### src/inc/mbox_pkg.sv
package mbox_pkg;
   // mailbox register selects for one host write
   localparam logic [1:0] SEL_CHI = 2'h0;
   localparam logic [1:0] SEL_CLO = 2'h1;
   localparam logic [1:0] SEL_PAR = 2'h2;
   localparam logic [1:0] SEL_HDR = 2'h3;
   // header: channel in [7:6], function in [5:0]
   localparam int         HDR_CH_MSB  = 7;
   localparam int         HDR_CH_LSB  = 6;
   localparam int         HDR_FN_MSB  = 5;
   localparam logic [1:0] CH0 = 2'h0;
   localparam logic [1:0] CH1 = 2'h1;
   localparam logic [1:0] CH2 = 2'h2;
   localparam logic [5:0] FN_BUF     = 6'h24;
   localparam logic [5:0] FN_XCVR    = 6'h25;
   localparam logic [5:0] FN_PUMP    = 6'h26;
   localparam logic [5:0] FN_GPIO    = 6'h2A;
   localparam logic [5:0] FN_VER_REQ = 6'h24;
   localparam logic [5:0] FN_VER_RSP = 6'h25;
   localparam logic [5:0] FN_INVALID = 6'h3F;
   // gpio configuration selects and parameter count
   localparam logic [7:0] GPIO_DRIVE = 8'h20;
   localparam logic [7:0] GPIO_STB  = 8'h30;
   localparam logic [7:0] GPIO_MSK  = 8'h40;
   localparam logic [7:0] GPIO_NPAR = 8'h04;
   // other fixed codes and counts
   localparam logic [7:0] VER_CTRL   = 8'h00;
   localparam logic [7:0] VER_NPAR   = 8'h02;
   localparam logic [7:0] BUF_KEEP   = 8'h00;
   localparam logic [7:0] BUF_NPAR   = 8'h01;
   localparam logic [7:0] NO_PAR     = 8'h00;
   localparam logic [7:0] ONE_PAR    = 8'h01;
   localparam logic [7:0] TWO_PAR    = 8'h02;
   localparam int         PUMP_FAX_BIT = 7;
   localparam int         PMAX_DEF   = 16;
   localparam int         PMAX_MIN   = 11;
   typedef enum logic [1:0] {
      D_COLLECT = 2'b01,
      D_EXEC    = 2'b10
   } dev_state_type;
   typedef enum logic [4:0] {
      H_IDLE = 5'b00001,
      H_CLO  = 5'b00010,
      H_PAR  = 5'b00100,
      H_HDR  = 5'b01000,
      H_GAP  = 5'b10000
   } host_state_type;
endpackage

### src/inc/mb_if.sv
`timescale 1ns/1ps
`default_nettype none
interface mb_if
(
   input wire logic mclk,
   input wire logic rst
);
   // host to device byte writes
   logic       wr_en;
   logic [1:0] wr_sel;
   logic [7:0] wr_data;
   // device to host message
   logic       rd_valid;
   logic [7:0] rd_hdr;
   logic [7:0] rd_chi;
   logic [7:0] rd_clo;
   logic [7:0] rd_par0;
   logic [7:0] rd_par1;
   modport host
   (
      output wr_en, wr_sel, wr_data,
      input  rd_valid, rd_hdr, rd_chi, rd_clo, rd_par0, rd_par1
   );
   modport dev
   (
      input  wr_en, wr_sel, wr_data,
      output rd_valid, rd_hdr, rd_chi, rd_clo, rd_par0, rd_par1
   );
endinterface
`default_nettype wire

### src/logic/mbox_device.sv
`timescale 1ns/1ps
`default_nettype none
module mbox_device
#(
   parameter int          PMAX         = mbox_pkg::PMAX_DEF,
   // arbitrary version value
   parameter logic [15:0] CHIP_VERSION = 16'h0001
)
(
   // clock, reset and dl_done
   input  wire logic                mclk,
   input  wire logic                rst,
   input  wire logic                dl_done,
   // mailbox side
   mb_if.dev                        mb,
   // buffer settings, index 0 channel 1, index 1 channel 2
   output logic [1:0][7:0]          buf_prio,
   output logic [1:0][7:0]          max_len,
   // transceiver settings
   output logic [1:0][7:0]          xcvr_mode,
   output logic [1:0][7:0]          xcvr_par0,
   output logic [1:0][7:0]          xcvr_par1,
   // pump settings
   output logic [1:0][7:0]          pump_mode,
   output logic [1:0][7:0]          pump_atten,
   // gpio settings
   output logic [8:0]               open_drain_select_bits,
   output logic [8:0]               push_pull_select_bits,
   output logic [8:0]               gpio_strobe_clr,
   output logic [8:0]               gpio_strobe_set,
   output logic [8:0]               gpio_mask_rise,
   output logic [8:0]               gpio_mask_fall,
   // message events
   output logic                     msg_done,
   output logic                     msg_bad
);
   import mbox_pkg::*;

   if (PMAX < PMAX_MIN || PMAX > 255)
   begin : g_chk
      $error("mbox_device: PMAX out of range");
   end

   typedef struct packed {
      dev_state_type        st;
      logic [7:0]           chi;
      logic [7:0]           clo;
      logic [7:0]           hdr;
      logic [7:0]           pcnt;
      logic                 ovf;
      logic [PMAX-1:0][7:0] par;
      logic [1:0][7:0]      prio;
      logic [1:0][7:0]      mlen;
      logic [1:0][7:0]      smode;
      logic [1:0][7:0]      sp0;
      logic [1:0][7:0]      sp1;
      logic [1:0][7:0]      pmode;
      logic [1:0][7:0]      patt;
      logic [8:0]           od;
      logic [8:0]           pp;
      logic [8:0]           stc;
      logic [8:0]           sts;
      logic [8:0]           mr;
      logic [8:0]           mf;
      logic                 done;
      logic                 bad;
      logic                 rv;
      logic [7:0]           rh;
      logic [7:0]           rc;
      logic [7:0]           rl;
      logic [7:0]           r0;
      logic [7:0]           r1;
   } dev_type;

   dev_type    s_r;
   dev_type    s_nxt;
   logic [1:0] ch;
   logic [5:0] fn;
   logic       ci;
   logic       cnt_ok;
   logic       bad;
   logic [8:0] lo9;
   logic [8:0] hi9;

   always_comb
   begin
      s_nxt = s_r;
      s_nxt.done = 1'b0;
      s_nxt.bad = 1'b0;
      s_nxt.rv = 1'b0;
      bad = 1'b0;
      ch = s_r.hdr[HDR_CH_MSB:HDR_CH_LSB];
      fn = s_r.hdr[HDR_FN_MSB:0];
      ci = (ch == CH2);
      cnt_ok = (s_r.pcnt == s_r.clo) && !s_r.ovf;
      lo9 = {s_r.par[1][0], s_r.par[0]};
      hi9 = {s_r.par[3][0], s_r.par[2]};
      unique case (s_r.st)
         D_COLLECT:
         begin
            if (mb.wr_en)
            begin
               unique case (mb.wr_sel)
                  SEL_CHI: s_nxt.chi = mb.wr_data;
                  SEL_CLO: s_nxt.clo = mb.wr_data;
                  SEL_PAR:
                  begin
                     if (s_r.pcnt < 8'(PMAX))
                     begin
                        s_nxt.par[s_r.pcnt] = mb.wr_data;
                        s_nxt.pcnt = s_r.pcnt + 8'h01;
                     end
                     else
                     begin
                        s_nxt.ovf = 1'b1;
                     end
                  end
                  SEL_HDR:
                  begin
                     s_nxt.hdr = mb.wr_data;
                     s_nxt.st = D_EXEC;
                  end
               endcase
            end
         end
         D_EXEC:
         begin
            if (!cnt_ok)
            begin
               bad = 1'b1;
            end
            else if (ch == CH0 && fn == FN_GPIO)
            begin
               if (s_r.clo != GPIO_NPAR)
               begin
                  bad = 1'b1;
               end
               else if (s_r.chi == GPIO_DRIVE)
               begin
                  s_nxt.od = lo9;
                  s_nxt.pp = hi9;
               end
               else if (s_r.chi == GPIO_STB)
               begin
                  s_nxt.stc = lo9;
                  s_nxt.sts = hi9;
               end
               else if (s_r.chi == GPIO_MSK)
               begin
                  s_nxt.mr = lo9;
                  s_nxt.mf = hi9;
               end
               else
               begin
                  bad = 1'b1;
               end
            end
            else if (ch == CH0 && fn == FN_VER_REQ)
            begin
               if (dl_done || s_r.chi != VER_CTRL || s_r.clo != NO_PAR)
               begin
                  bad = 1'b1;
               end
               else
               begin
                  s_nxt.rv = 1'b1;
                  s_nxt.rh = {CH0, FN_VER_RSP};
                  s_nxt.rc = VER_CTRL;
                  s_nxt.rl = VER_NPAR;
                  s_nxt.r0 = CHIP_VERSION[7:0];
                  s_nxt.r1 = CHIP_VERSION[15:8];
               end
            end
            else if (ch != CH1 && ch != CH2)
            begin
               bad = 1'b1;
            end
            else if (fn == FN_BUF)
            begin
               if (s_r.clo == NO_PAR)
               begin
                  s_nxt.prio[ci] = s_r.chi;
               end
               else if (s_r.clo == BUF_NPAR)
               begin
                  if (s_r.chi != BUF_KEEP)
                  begin
                     s_nxt.prio[ci] = s_r.chi;
                  end
                  s_nxt.mlen[ci] = s_r.par[0];
               end
               else
               begin
                  bad = 1'b1;
               end
            end
            else if (fn == FN_XCVR)
            begin
               if (s_r.pmode[ci][PUMP_FAX_BIT] || s_r.clo > TWO_PAR)
               begin
                  bad = 1'b1;
               end
               else
               begin
                  s_nxt.smode[ci] = s_r.chi;
                  if (s_r.clo >= ONE_PAR)
                  begin
                     s_nxt.sp0[ci] = s_r.par[0];
                  end
                  if (s_r.clo >= TWO_PAR)
                  begin
                     s_nxt.sp1[ci] = s_r.par[1];
                  end
               end
            end
            else if (fn == FN_PUMP)
            begin
               s_nxt.pmode[ci] = s_r.chi;
               if (s_r.clo >= ONE_PAR)
               begin
                  s_nxt.patt[ci] = s_r.par[0];
               end
            end
            else
            begin
               bad = 1'b1;
            end
            if (bad)
            begin
               s_nxt.rv = 1'b1;
               s_nxt.rh = {CH0, FN_INVALID};
               s_nxt.rc = s_r.hdr;
               s_nxt.rl = NO_PAR;
               s_nxt.r0 = 8'h00;
               s_nxt.r1 = 8'h00;
            end
            s_nxt.bad = bad;
            s_nxt.done = !bad;
            s_nxt.pcnt = 8'h00;
            s_nxt.ovf = 1'b0;
            s_nxt.st = D_COLLECT;
         end
      endcase
   end

   always_ff @(posedge mclk or posedge rst)
   begin
      if (rst)
      begin
         s_r <= '0;
         s_r.st <= D_COLLECT;
      end
      else
      begin
         s_r <= s_nxt;
      end
   end

   assign mb.rd_valid = s_r.rv;
   assign mb.rd_hdr = s_r.rh;
   assign mb.rd_chi = s_r.rc;
   assign mb.rd_clo = s_r.rl;
   assign mb.rd_par0 = s_r.r0;
   assign mb.rd_par1 = s_r.r1;
   assign buf_prio = s_r.prio;
   assign max_len = s_r.mlen;
   assign xcvr_mode = s_r.smode;
   assign xcvr_par0 = s_r.sp0;
   assign xcvr_par1 = s_r.sp1;
   assign pump_mode = s_r.pmode;
   assign pump_atten = s_r.patt;
   assign open_drain_select_bits = s_r.od;
   assign push_pull_select_bits = s_r.pp;
   assign gpio_strobe_clr = s_r.stc;
   assign gpio_strobe_set = s_r.sts;
   assign gpio_mask_rise = s_r.mr;
   assign gpio_mask_fall = s_r.mf;
   assign msg_done = s_r.done;
   assign msg_bad = s_r.bad;
endmodule
`default_nettype wire

### src/flat_wrapper.sv
// flat-port wrapper written by rule: the top's interface ports become plain ports
module mbox_device_flat import mbox_pkg::*;
#(
   parameter int          PMAX         = mbox_pkg::PMAX_DEF,
                             
   parameter logic [15:0] CHIP_VERSION = 16'h0001
)
  (mclk, rst, dl_done, buf_prio, max_len, xcvr_mode, xcvr_par0, xcvr_par1, pump_mode, pump_atten, open_drain_select_bits, push_pull_select_bits, gpio_strobe_clr, gpio_strobe_set, gpio_mask_rise, gpio_mask_fall, msg_done, msg_bad, mb_wr_en, mb_wr_sel, mb_wr_data, mb_rd_valid, mb_rd_hdr, mb_rd_chi, mb_rd_clo, mb_rd_par0, mb_rd_par1);
  mb_if mb_i (.mclk(mclk), .rst(rst));
  input  wire logic mclk;
  input  wire logic rst;
  input  wire logic dl_done;
  output logic [1:0][7:0] buf_prio;
  output logic [1:0][7:0] max_len;
  output logic [1:0][7:0] xcvr_mode;
  output logic [1:0][7:0] xcvr_par0;
  output logic [1:0][7:0] xcvr_par1;
  output logic [1:0][7:0] pump_mode;
  output logic [1:0][7:0] pump_atten;
  output logic [8:0] open_drain_select_bits;
  output logic [8:0] push_pull_select_bits;
  output logic [8:0] gpio_strobe_clr;
  output logic [8:0] gpio_strobe_set;
  output logic [8:0] gpio_mask_rise;
  output logic [8:0] gpio_mask_fall;
  output logic msg_done;
  output logic msg_bad;
  input wire logic [$bits(mb_i.wr_en)-1:0] mb_wr_en;
  input wire logic [$bits(mb_i.wr_sel)-1:0] mb_wr_sel;
  input wire logic [$bits(mb_i.wr_data)-1:0] mb_wr_data;
  output wire logic [$bits(mb_i.rd_valid)-1:0] mb_rd_valid;
  output wire logic [$bits(mb_i.rd_hdr)-1:0] mb_rd_hdr;
  output wire logic [$bits(mb_i.rd_chi)-1:0] mb_rd_chi;
  output wire logic [$bits(mb_i.rd_clo)-1:0] mb_rd_clo;
  output wire logic [$bits(mb_i.rd_par0)-1:0] mb_rd_par0;
  output wire logic [$bits(mb_i.rd_par1)-1:0] mb_rd_par1;
  assign mb_i.wr_en = mb_wr_en;
  assign mb_i.wr_sel = mb_wr_sel;
  assign mb_i.wr_data = mb_wr_data;
  assign mb_rd_valid = mb_i.rd_valid;
  assign mb_rd_hdr = mb_i.rd_hdr;
  assign mb_rd_chi = mb_i.rd_chi;
  assign mb_rd_clo = mb_i.rd_clo;
  assign mb_rd_par0 = mb_i.rd_par0;
  assign mb_rd_par1 = mb_i.rd_par1;
  mbox_device #(.PMAX(PMAX), .CHIP_VERSION(CHIP_VERSION)) u_core (.mclk(mclk), .rst(rst), .dl_done(dl_done), .mb(mb_i), .buf_prio(buf_prio), .max_len(max_len), .xcvr_mode(xcvr_mode), .xcvr_par0(xcvr_par0), .xcvr_par1(xcvr_par1), .pump_mode(pump_mode), .pump_atten(pump_atten), .open_drain_select_bits(open_drain_select_bits), .push_pull_select_bits(push_pull_select_bits), .gpio_strobe_clr(gpio_strobe_clr), .gpio_strobe_set(gpio_strobe_set), .gpio_mask_rise(gpio_mask_rise), .gpio_mask_fall(gpio_mask_fall), .msg_done(msg_done), .msg_bad(msg_bad));
endmodule
### config.mk
export PLATFORM = sky130hd
export DESIGN_NAME = mbox_device_flat
export DESIGN_NICKNAME = d
export VERILOG_FILES = /design/src/inc/mbox_pkg.sv /design/src/inc/mb_if.sv /design/src/logic/mbox_device.sv /design/src/flat_wrapper.sv
export SDC_FILE = /design/constraint.sdc
export NUM_CORES = 1
export LEC_CHECK = 0
export BUFFER_PORTS_ARGS = -buffer_cell sky130_fd_sc_hd__buf_2
export CAP_MARGIN = 40
export CORE_ASPECT_RATIO = 1.5
export CORE_MARGIN = 10
export CORE_UTILIZATION = 40
export CTS_CLUSTER_DIAMETER = 30
export DETAILED_ROUTE_END_ITERATION = 16
export PLACE_DENSITY = 0.68
export SYNTH_ARGS = -nofsm -noshare
export SYNTH_HDL_FRONTEND = slang
export SYNTH_SLANG_ARGS = --single-unit
### constraint.sdc
create_clock -name mclk -period 8.8 [get_ports mclk]
set_input_delay 1.32 -clock mclk [delete_from_list [all_inputs] [get_ports mclk]]
set_output_delay 1.32 -clock mclk [all_outputs]
set_load 0.02 [all_outputs]
==> results_dict.tcl, run 1 <==
set metrics [dict create \
    outcome "completed" \
    hold_ws_ns 0.474 \
    layoutNonFillerInstCount 1307 \
    crit_fanout 9 \
    antenna_found_initial 1 \
    port_buffers 198 \
    max_freq_mhz 320 \
    critical_path_buf_inv_count 0 \
    sw_frac_of_total_pct 30.1 \
    placed_cells 1230 \
    power_frac_clock_pct 46.5 \
    yosysWarnings 0 \
    setup_viol 0 \
    cp_top_family "simple AND/OR/NAND/NOR gates" \
    rsz0062_at_grt "false" \
    final_common_cell "dfrtp_1" \
    worst_path_max_delay_cell "nor3_2" \
    cts-root-buf "clkbuf_16" \
    ys.flop_type "dfrtp_1" \
    final_cell_mix "dfrtp_1, buf_2, mux2_2" \
    dp_hpwl_mm 19.6 \
    n_antenna_cell 0 \
    initial_core_util_pct 40.4 \
    boundaryPins 223 \
    clock-sinks 240 \
    cts.htree.levels 2 \
    final_max_slew_viol_count 0 \
    cts_buffers 43 \
    met1_usage_pct 17.1 \
    synthCells 886 \
    multiInputGateArea_um2 3640 \
    r2r_end "u_core.pump_atten[2]$_DFFE_PP0P_" \
    maxCapViolCount 0 \
    crit_path_start_kind "flip-flop" \
    finalHoldViolCount 0 \
    final.setup.worst_slack_ns 5.68 \
    avgSynthCellArea_um2 12.7 \
    core.rowCount 75 \
    fp.coreArea_um2 27900 \
    holdBufCountCts 0 \
    track_usage_pct 15.4 \
    overflow 0 \
    ys_seq_area_share_pct 53.3 \
    p_int_mw 2.38 \
    drive_gt1_share_pct 51.7 \
    post_cts_buffers 0 \
    combPwrFrac_pct 11.4 \
    vias 6459 \
    tightest_slew_ns 0.822 \
    setup_tns_ns 0 \
    drc_errors 0 \
    grt_pass1_wl_mm 41.7 \
    viasPerCell 4.94 \
    routedWlPerCell_um 21.1 \
    fp.dieW_um 157 \
    routabilityCongestion 0.823 \
    powerDensity_nw_per_um2 270 \
    slowest_delay_ns 0.81 \
    ys_ff_latch 240 \
    end_kind "flip-flop" \
    p_sw_mw 1.03 \
    power.leakage_nw 6.75 \
    path_class "flip-flop to flip-flop" \
    dp_slack_ns 5.42 \
    hp-start "u_core.gpio_mask_rise[3]$_DFFE_PP0P_" \
    finalCritPeriodShare_pct 35.5 \
    slew_headroom_pct 44.9 \
    drtIter0Drc 212 \
    seqPwrFrac_pct 42.0 \
    yosysUniqueCellTypes 47 \
    clock_path_buffers 3 \
    period_needed_ns 3.12 \
    grt_pass1_vias 6850 \
    nNetsFinal 949 \
    synth_edf_count 0 \
    async_flop_share_pct 100 \
    clk_pin_slew_worst_paths_ns 0.05 \
    wl_mm 27.6 \
    cp.arrival_ns 3.53 \
    hold_depth 1 \
    peakVddDrop_mv 0.137 \
    die-area_um2 35400 \
    top_usage_layer "met2" \
    drt-pass1-iter-count 4 \
    final_antenna_net_count 0 \
    grtUsageMet3_pct 4.24 \
    r2r_cells 6 \
    crit_path_cell_trace "xor2_1 > nor4_1 > and3_1 > nand3b_1 > nor3_2 > mux2_2" \
    fill_cells 2532 \
    hold_class "flip-flop to flip-flop" \
    ctsResizeCount 0 \
    whs_endpoint "u_core.gpio_mask_rise[3]$_DFFE_PP0P_" \
    die_h_um 226 \
    r2r_slack_ns 5.68 \
    gr-usage-met2_pct 27.2 \
    regArea_um2 6010 \
    syn-cell-area_um2 11300 \
    grt_max_degree 104 \
    r2r_start "u_core.s_r[354]$_DFFE_PP0P_" \
    cts_tree "built" \
    area_growth_pct 12.1 \
    clock_skew_ns 0.0301 \
    insertion_delay_ns 0.54 \
    crit_required_ns 9.21 \
]
## state kept, by name, indices dropped and copies added (netlist names), 16 cells and up
register,count
u_core.xcvr_mode,16
u_core.pump_atten,16
u_core.xcvr_par0,16
u_core.buf_prio,16
u_core.pump_mode,16
u_core.s_r,34
u_core.max_len,16
u_core.xcvr_par1,16
## through the flow
stage / utilization (%) / instance area, um^2 / power, mW
detailed placement: 40.2 / 11200 / 1.85
CTS: 45.3 / 12600 / 3.46
finish: 45.3 / 12600 / 3.41
global route: 45.3 / 12600 / 3.57
global placement: 40.0 / 11200 / 1.84
floorplan: - / 11400 / 1.70
## layer usage
metal  up-vias  wire length, um
li1       2905                -
met1      3309            10600
met2       193            14400
met3        52             1840
met4         0              754
met5         -                0
## cells in the mapped netlist, types with 2 or more instances
library cell | n | area (um^2)
nor3_1 | 4 | 20.0
nand4_1 | 8 | 50.1
mux2_2 | 197 | 2220
mux2_1 | 12 | 135
clkbuf_1 | 11 | 41.3
buf_6 | 2 | 22.5
or3b_1 | 2 | 17.5
or3_1 | 2 | 12.5
or2_2 | 2 | 12.5
dfrtp_1 | 239 | 5980
a31oi_1 | 4 | 25.0
a21o_1 | 2 | 15.0
ha_1 | 6 | 75.1
o21ai_0 | 23 | 115
a21oi_1 | 3 | 15.0
or4_4 | 3 | 33.8
nor2_2 | 4 | 25.0
buf_2 | 2 | 10.0
buf_4 | 208 | 1560
and3_1 | 7 | 43.8
buf_1 | 8 | 30.0
nand2_1 | 41 | 154
nor2b_1 | 6 | 37.5
xor2_1 | 8 | 70.1
nand2b_1 | 4 | 25.0
nand3b_1 | 4 | 30.0
mux2i_1 | 9 | 90.1
nand3_1 | 7 | 35.0
nor4_2 | 2 | 25.0
inv_1 | 13 | 48.8
nor4_1 | 6 | 37.5
nor2_1 | 22 | 82.6
## logic make-up (layout without fill, tap and decap cells)
kind of cell,count (synthesis),after routing,share of synthesized area [%]
xor+xnor,8,8,0.622
other cells,1,24,0.0333
compound gates,35,35,1.71
flops,240,240,53.3
buf+inv,244,296,15.2
mux,218,218,21.7
fa+ha+maj,6,6,0.666
simple gates,134,134,6.75
## cell type report
type / count / share of cell area (%)
multi-input combinational: 425 / 28.8
clock buffer: 50 / 9.29
clock inverter: 27 / 1.89
tap: 346 / 3.43
timing repair buffer: 206 / 8.58
inverter: 13 / 0.446
sequential: 240 / 47.6
## power by group through the flow
| stage | logic [mW] | clock network (mW) | registers, mW |
|---|---|---|---|
| detailed placement | 0.391 | 0 | 1.46 |
| global placement | 0.385 | 0 | 1.45 |
| finish | 0.389 | 1.59 | 1.43 |
| floorplan | 0.386 | 0 | 1.31 |
| CTS | 0.394 | 1.63 | 1.44 |
| global route | 0.431 | 1.68 | 1.46 |
## worst max path at each step
stage | startpoint | end | cells past startpoint
2_1_floorplan | rst | u_core.buf_prio[0]$_DFFE_PP0P_ | 1
3_3_place_gp | mb_wr_sel[1] | u_core.s_r[218]$_DFFE_PP0P_ | 7
3_5_place_dp | mb_wr_sel[1] | u_core.hi9[0]$_DFFE_PP0P_ | 7
4_1_cts | u_core.s_r[354]$_DFFE_PP0P_ | u_core.pump_atten[2]$_DFFE_PP0P_ | 6
5_1_grt | u_core.s_r[354]$_DFFE_PP0P_ | u_core.pump_atten[2]$_DFFE_PP0P_ | 6
6_report | u_core.s_r[354]$_DFFE_PP0P_ | u_core.pump_atten[2]$_DFFE_PP0P_ | 6
(Power assumes the default switching activity.)
==> inputs of run 2 (changes only) <==
clock period = 3.05 ns   (was 8.8 ns; I/O delays follow)
==> results_dict.tcl, run 2 (synthesis results as in run 1) <==
set metrics [dict create \
    outcome "completed" \
    setup_tns_ns 0 \
    track_usage_pct 15.1 \
    tightest_slew_ns 0.809 \
    final.setup.worst_slack_ns 0.252 \
    gr-usage-met2_pct 26.6 \
    routedWlPerCell_um 20.6 \
    clock_skew_ns 0.0295 \
    final_max_slew_viol_count 0 \
    period_needed_ns 2.80 \
    grt_pass1_wl_mm 41.1 \
    end_kind "flip-flop" \
    final_util_pct 45.8 \
    rsz0062_at_grt "false" \
    cts_buffers 39 \
    r2r_slack_ns 0.25 \
    antenna_found_initial 1 \
    met1_usage_pct 16.5 \
    die_h_um 226 \
    insertion_delay_ns 0.53 \
    slew_headroom_pct 45.8 \
    grtUsageMet3_pct 4.43 \
    path_class "flip-flop to flip-flop" \
    top_register "u_core.s_r" \
    setup_viol 0 \
    drt-pass1-iter-count 4 \
    core.rowCount 75 \
    drc_errors 0 \
    fp.dieW_um 157 \
    largest_reg_flops 34 \
    clock-sinks 240 \
    final_common_cell "dfrtp_1" \
    cts_tree "built" \
    cp.arrival_ns 3.19 \
    routabilityCongestion 0.867 \
    boundaryPins 223 \
    area_growth_pct 13.4 \
    drtIter0Drc 323 \
    power.leakage_nw 6.83 \
    viasPerCell 4.88 \
    finalHoldViolCount 0 \
    powerDensity_nw_per_um2 784 \
    overflow 0 \
    hold_class "input pin to flip-flop" \
    crit_fanout 9 \
    wl_mm 27.2 \
    n_antenna_cell 0 \
    drive_gt1_share_pct 52.3 \
    placed_area_um2 11300 \
    grt_max_degree 86 \
    crit_required_ns 3.44 \
    maxCapViolCount 0 \
    top_usage_layer "met2" \
    clk_pin_slew_worst_paths_ns 0.05 \
    final_antenna_net_count 0 \
    dp_hpwl_mm 19.3 \
    vias 6445 \
    port_buffers 198 \
    grt_pass1_vias 6890 \
    max_freq_mhz 357 \
    fill_cells 2480 \
    finalCritPeriodShare_pct 91.7 \
    initial_core_util_pct 40.4 \
    nNetsFinal 963 \
    final_cell_area_um2 12800 \
    dp_slack_ns 0.195 \
    crit_path_start_kind "flip-flop" \
    peakVddDrop_mv 0.444 \
    cts-root-buf "clkbuf_16" \
    fp.coreArea_um2 27900 \
    die-area_um2 35400 \
    final_cell_mix "dfrtp_1, buf_2, mux2_2" \
    cts.htree.levels 2 \
    clock_path_buffers 3 \
]
[run 2: what timing repair did]
item	in CTS	in global routing
hold buffers	1	0
endpoints found under the hold margin	17	0
setup endpoints to repair	0	8
gates resized for setup	0	1
buffers inserted	0	0
[run 2: path summary, 6_finish.rpt]
kind / cells past startpoint / startpoint / endpoint
setup / recovery: 6 / u_core.s_r[361]$_DFFE_PP0P_ / u_core.mb.rd_hdr[5]$_DFFE_PP0P_
setup reg to reg: 6 / u_core.s_r[361]$_DFFE_PP0P_ / u_core.mb.rd_hdr[5]$_DFFE_PP0P_
max in group asynchronous: 5 / rst / u_core.max_len[4]$_DFFE_PP0P_
hold reg to reg: 1 / u_core.gpio_mask_rise[5]$_DFFE_PP0P_ / u_core.gpio_mask_rise[5]$_DFFE_PP0P_
min in group asynchronous: 3 / rst / u_core.xcvr_par1[6]$_DFFE_PP0P_
hold / removal: 3 / mb_wr_en / u_core.s_r[371]$_DFFE_PP0P_
[run 2: final cells by class]
class	count	area (um^2)	share of cell area, %
Clock buffer	46	1070	8.40
Clock inverter	26	348	2.72
Inverter	13	52.6	0.411
Multi-Input combinational cell	425	3640	28.5
Sequential cell	240	6010	47.0
Tap cell	346	433	3.39
Timing Repair Buffer	224	1230	9.60
[run 2: metrics by stage]
stage          hold WS [ns]  power (mW)  cells
4_1_cts               0.195        10.2   1320
3_5_place_dp          0.469        5.41   1247
5_1_grt               0.228        10.5   1320
6_report              0.212        10.0   1320
2_1_floorplan         0.459        4.91    909
3_3_place_gp          0.461        5.37   1247
[run 2: power breakdown]
| part | total, mW | internal [mW] | leakage, nW | switching, mW |
|---|---|---|---|---|
| clock | 4.68 | 3.07 | 0.684 | 1.61 |
| combinational | 1.24 | 0.520 | 2.89 | 0.724 |
| sequential | 4.09 | 3.52 | 3.25 | 0.574 |
[run 2: routing by layer]
metal,vias up,wire [um]
met3,48,1930
met5,-,0
met2,201,14200
met4,0,793
met1,3259,10200
li1,2937,-
[run 2: worst max-delay path, stage by stage (launching register included)]
cell	delay [ns]
dfrtp_1	0.42
or4_4	0.56
or4_4	0.52
nor4_2	0.30
o21ai_1	0.10
a32o_1	0.37
or3b_1	0.40
==> inputs of run 3 (changes only) <==
ABC_AREA = 1   (was unset)
SLEW_MARGIN = 20   (was unset)
==> results_dict.tcl, run 3 <==
set metrics [dict create \
    outcome "completed" \
    ys_ff_latch 240 \
    yosys.area.top_type "dfrtp_1" \
    avgSynthCellArea_um2 9.08 \
    period_needed_ns 2.34 \
    final_common_cell "nand2_1" \
    routedWlPerCell_um 17.2 \
    crit_fanout 36 \
    slowest_delay_ns 0.58 \
    maxCapViolCount 0 \
    nNetsFinal 1337 \
    yosysUniqueCellTypes 42 \
    drt-pass1-iter-count 5 \
    vias 8208 \
    totalPowerFinal_mw 9.47 \
    async_flop_share_pct 100 \
    overflow 0 \
    track_usage_pct 15.9 \
    rsz0062_at_grt "false" \
    drtIter0Drc 457 \
    top_usage_layer "met2" \
    grt_max_degree 78 \
    cts_tree "built" \
    viasPerCell 4.74 \
    end_kind "flip-flop" \
    drive_gt1_share_pct 26.5 \
    wl_mm 29.8 \
    p_sw_mw 3.12 \
    grt_pass1_vias 8446 \
    synth_top_area_share_pct 51.0 \
    crit_required_ns 3.42 \
    tightest_slew_ns 0.820 \
    synth_edf_count 0 \
    grtUsageMet3_pct 3.79 \
    cts_buffers 35 \
    power.leakage_nw 6.47 \
    setup_viol 0 \
    antenna_found_initial 6 \
    core.rowCount 76 \
    finalCritPeriodShare_pct 76.8 \
    syn-cell-area_um2 11700 \
    boundaryPins 223 \
    fp.dieW_um 160 \
    crit_path_cell_trace "inv_1 > nand2_1 > nand2_1 > nor2_2 > nand3_4 > nor2_8 > nand4_4 > nand2_1 > o21ai_2" \
    crit_path_start_kind "flip-flop" \
    area_growth_pct 8.82 \
    path_class "flip-flop to flip-flop" \
    slew_headroom_pct 45.1 \
    yosysWarnings 0 \
    die_h_um 230 \
    crit_top_cell "nand2_1" \
    max_freq_mhz 427 \
    gr-usage-met2_pct 29.3 \
    clock-sinks 240 \
    top_register "u_core.s_r" \
    combPwrFrac_pct 18.8 \
    clk_pin_slew_worst_paths_ns 0.07 \
    cts-root-buf "clkbuf_16" \
    cts.htree.levels 2 \
    finalHoldViolCount 0 \
    hold_class "input pin to flip-flop" \
    seqPwrFrac_pct 40.1 \
    final_cell_area_um2 12800 \
    sw_frac_of_total_pct 32.9 \
    initial_core_util_pct 40.7 \
    insertion_delay_ns 0.50 \
    clock_skew_ns 0.0197 \
    setup_tns_ns 0 \
    placed_cells 1669 \
    clock_path_buffers 3 \
    final_max_slew_viol_count 0 \
    placed_area_um2 11600 \
    netlist_top_cells_area "dfrtp_1, buf_4, nand2_1" \
    synth_common_cells "nand2_1, dfrtp_1, buf_4, o21ai_0, inv_1" \
    port_buffers 198 \
    largest_reg_flops 34 \
    p_int_mw 6.35 \
    met1_usage_pct 16.7 \
    yosysMostFrequentCell "nand2_1" \
    final_antenna_net_count 0 \
    power_frac_clock_pct 41.0 \
    fp.coreArea_um2 28800 \
    powerDensity_nw_per_um2 742 \
    cp.arrival_ns 2.72 \
    die-area_um2 36700 \
    peakVddDrop_mv 0.297 \
    grt_pass1_wl_mm 47.1 \
    layoutNonFillerInstCount 1733 \
    dp_hpwl_mm 21.9 \
    final_cell_mix "nand2_1, dfrtp_1, buf_2" \
    synthCells 1292 \
    ys.flop_type "dfrtp_1" \
    drc_errors 0 \
    routabilityCongestion 0.904 \
    worst_path_max_delay_cell "nand4_4" \
    ys_seq_area_share_pct 51.2 \
]
## run 3: logic make-up (layout without fill, tap and decap cells)
family | Yosys count | count (layout) | synth area share, %
AO/OA/AOI/OAI | 232 | 232 | 11.1
XOR/XNOR | 2 | 2 | 0.149
adder cells (fa/ha/maj) | 6 | 6 | 0.640
buffers and inverters | 332 | 359 | 18.2
flip-flops | 240 | 240 | 51.2
other | 1 | 25 | 0.0320
AND/OR/NAND/NOR | 479 | 479 | 18.7
## run 3: path summary, 6_finish.rpt
| kind | slack (ns) | from | end | cells after the start |
|---|---|---|---|---|
| worst max-delay path | 0.71 | u_core.s_r[339]$_DFFE_PP0P_ | u_core.open_drain_select_bits[7]$_DFFE_PP0P_ | 9 |
| worst min-delay path | 0.20 | mb_wr_data[5] | u_core.s_r[359]$_DFFE_PP0P_ | 3 |
| worst max register to register | 0.71 | u_core.s_r[339]$_DFFE_PP0P_ | u_core.open_drain_select_bits[7]$_DFFE_PP0P_ | 9 |
| worst min register to register | 0.47 | u_core.max_len[7]$_DFFE_PP0P_ | u_core.max_len[7]$_DFFE_PP0P_ | 2 |
| max in group asynchronous | 1.84 | rst | u_core.gpio_strobe_set[1]$_DFFE_PP0P_ | 4 |
| min in group asynchronous | 0.51 | rst | u_core.xcvr_mode[13]$_DFFE_PP0P_ | 3 |
## run 3: repair_timing
item | in CTS | in global routing
hold buffers | 1 | 0
resized for setup | 0 | 0
setup buffers | 0 | 0
setup endpoints to repair | 0 | 0
hold endpoints to repair | 7 | 0
## run 3: critical path, delay by kind of cell (launching register included)
kind            cells  cell delay, ns
compound gates      1            0.08
buf+inv             1            0.11
simple gates        7            1.57
flops               1            0.42
## run 3: routing by layer
layer / routed length, um / share of wire (%) / vias to the layer above
li1: - / - / 3972
met1: 11300 / 38 / 3929
met2: 15700 / 53 / 228
met3: 1640 / 5.5 / 73
met4: 1190 / 4.0 / 6
met5: 41 / 0.14 / -
## run 3: per-stage QoR
stage | hold slack, ns | worst slack [ns] | utilization [%]
floorplan | 0.443 | -0.555 | -
global placement | 0.449 | 0.792 | 40.3
detailed placement | 0.450 | 0.697 | 40.3
CTS | 0.185 | 0.690 | 44.3
global route | 0.209 | 0.523 | 44.3
finish | 0.197 | 0.708 | 44.3
## run 3: final cells by class
type,count,area (um^2)
Multi-Input combinational cell,743,3680
Antenna cell,1,2.50
Timing Repair Buffer,210,1120
Clock buffer,42,942
Inverter,87,330
Tap cell,390,488
Sequential cell,240,6010
Clock inverter,20,195
Fill cell,2770,16100
## run 3: power groups by stage
stage / Combinational, mW / Sequential [mW] / Clock [mW]
4_1_cts: 1.81 / 3.79 / 3.96
3_3_place_gp: 1.78 / 3.84 / 0
2_1_floorplan: 1.34 / 3.78 / 0
3_5_place_dp: 1.80 / 3.85 / 0
6_report: 1.79 / 3.80 / 3.89
5_1_grt: 2.02 / 3.84 / 4.08
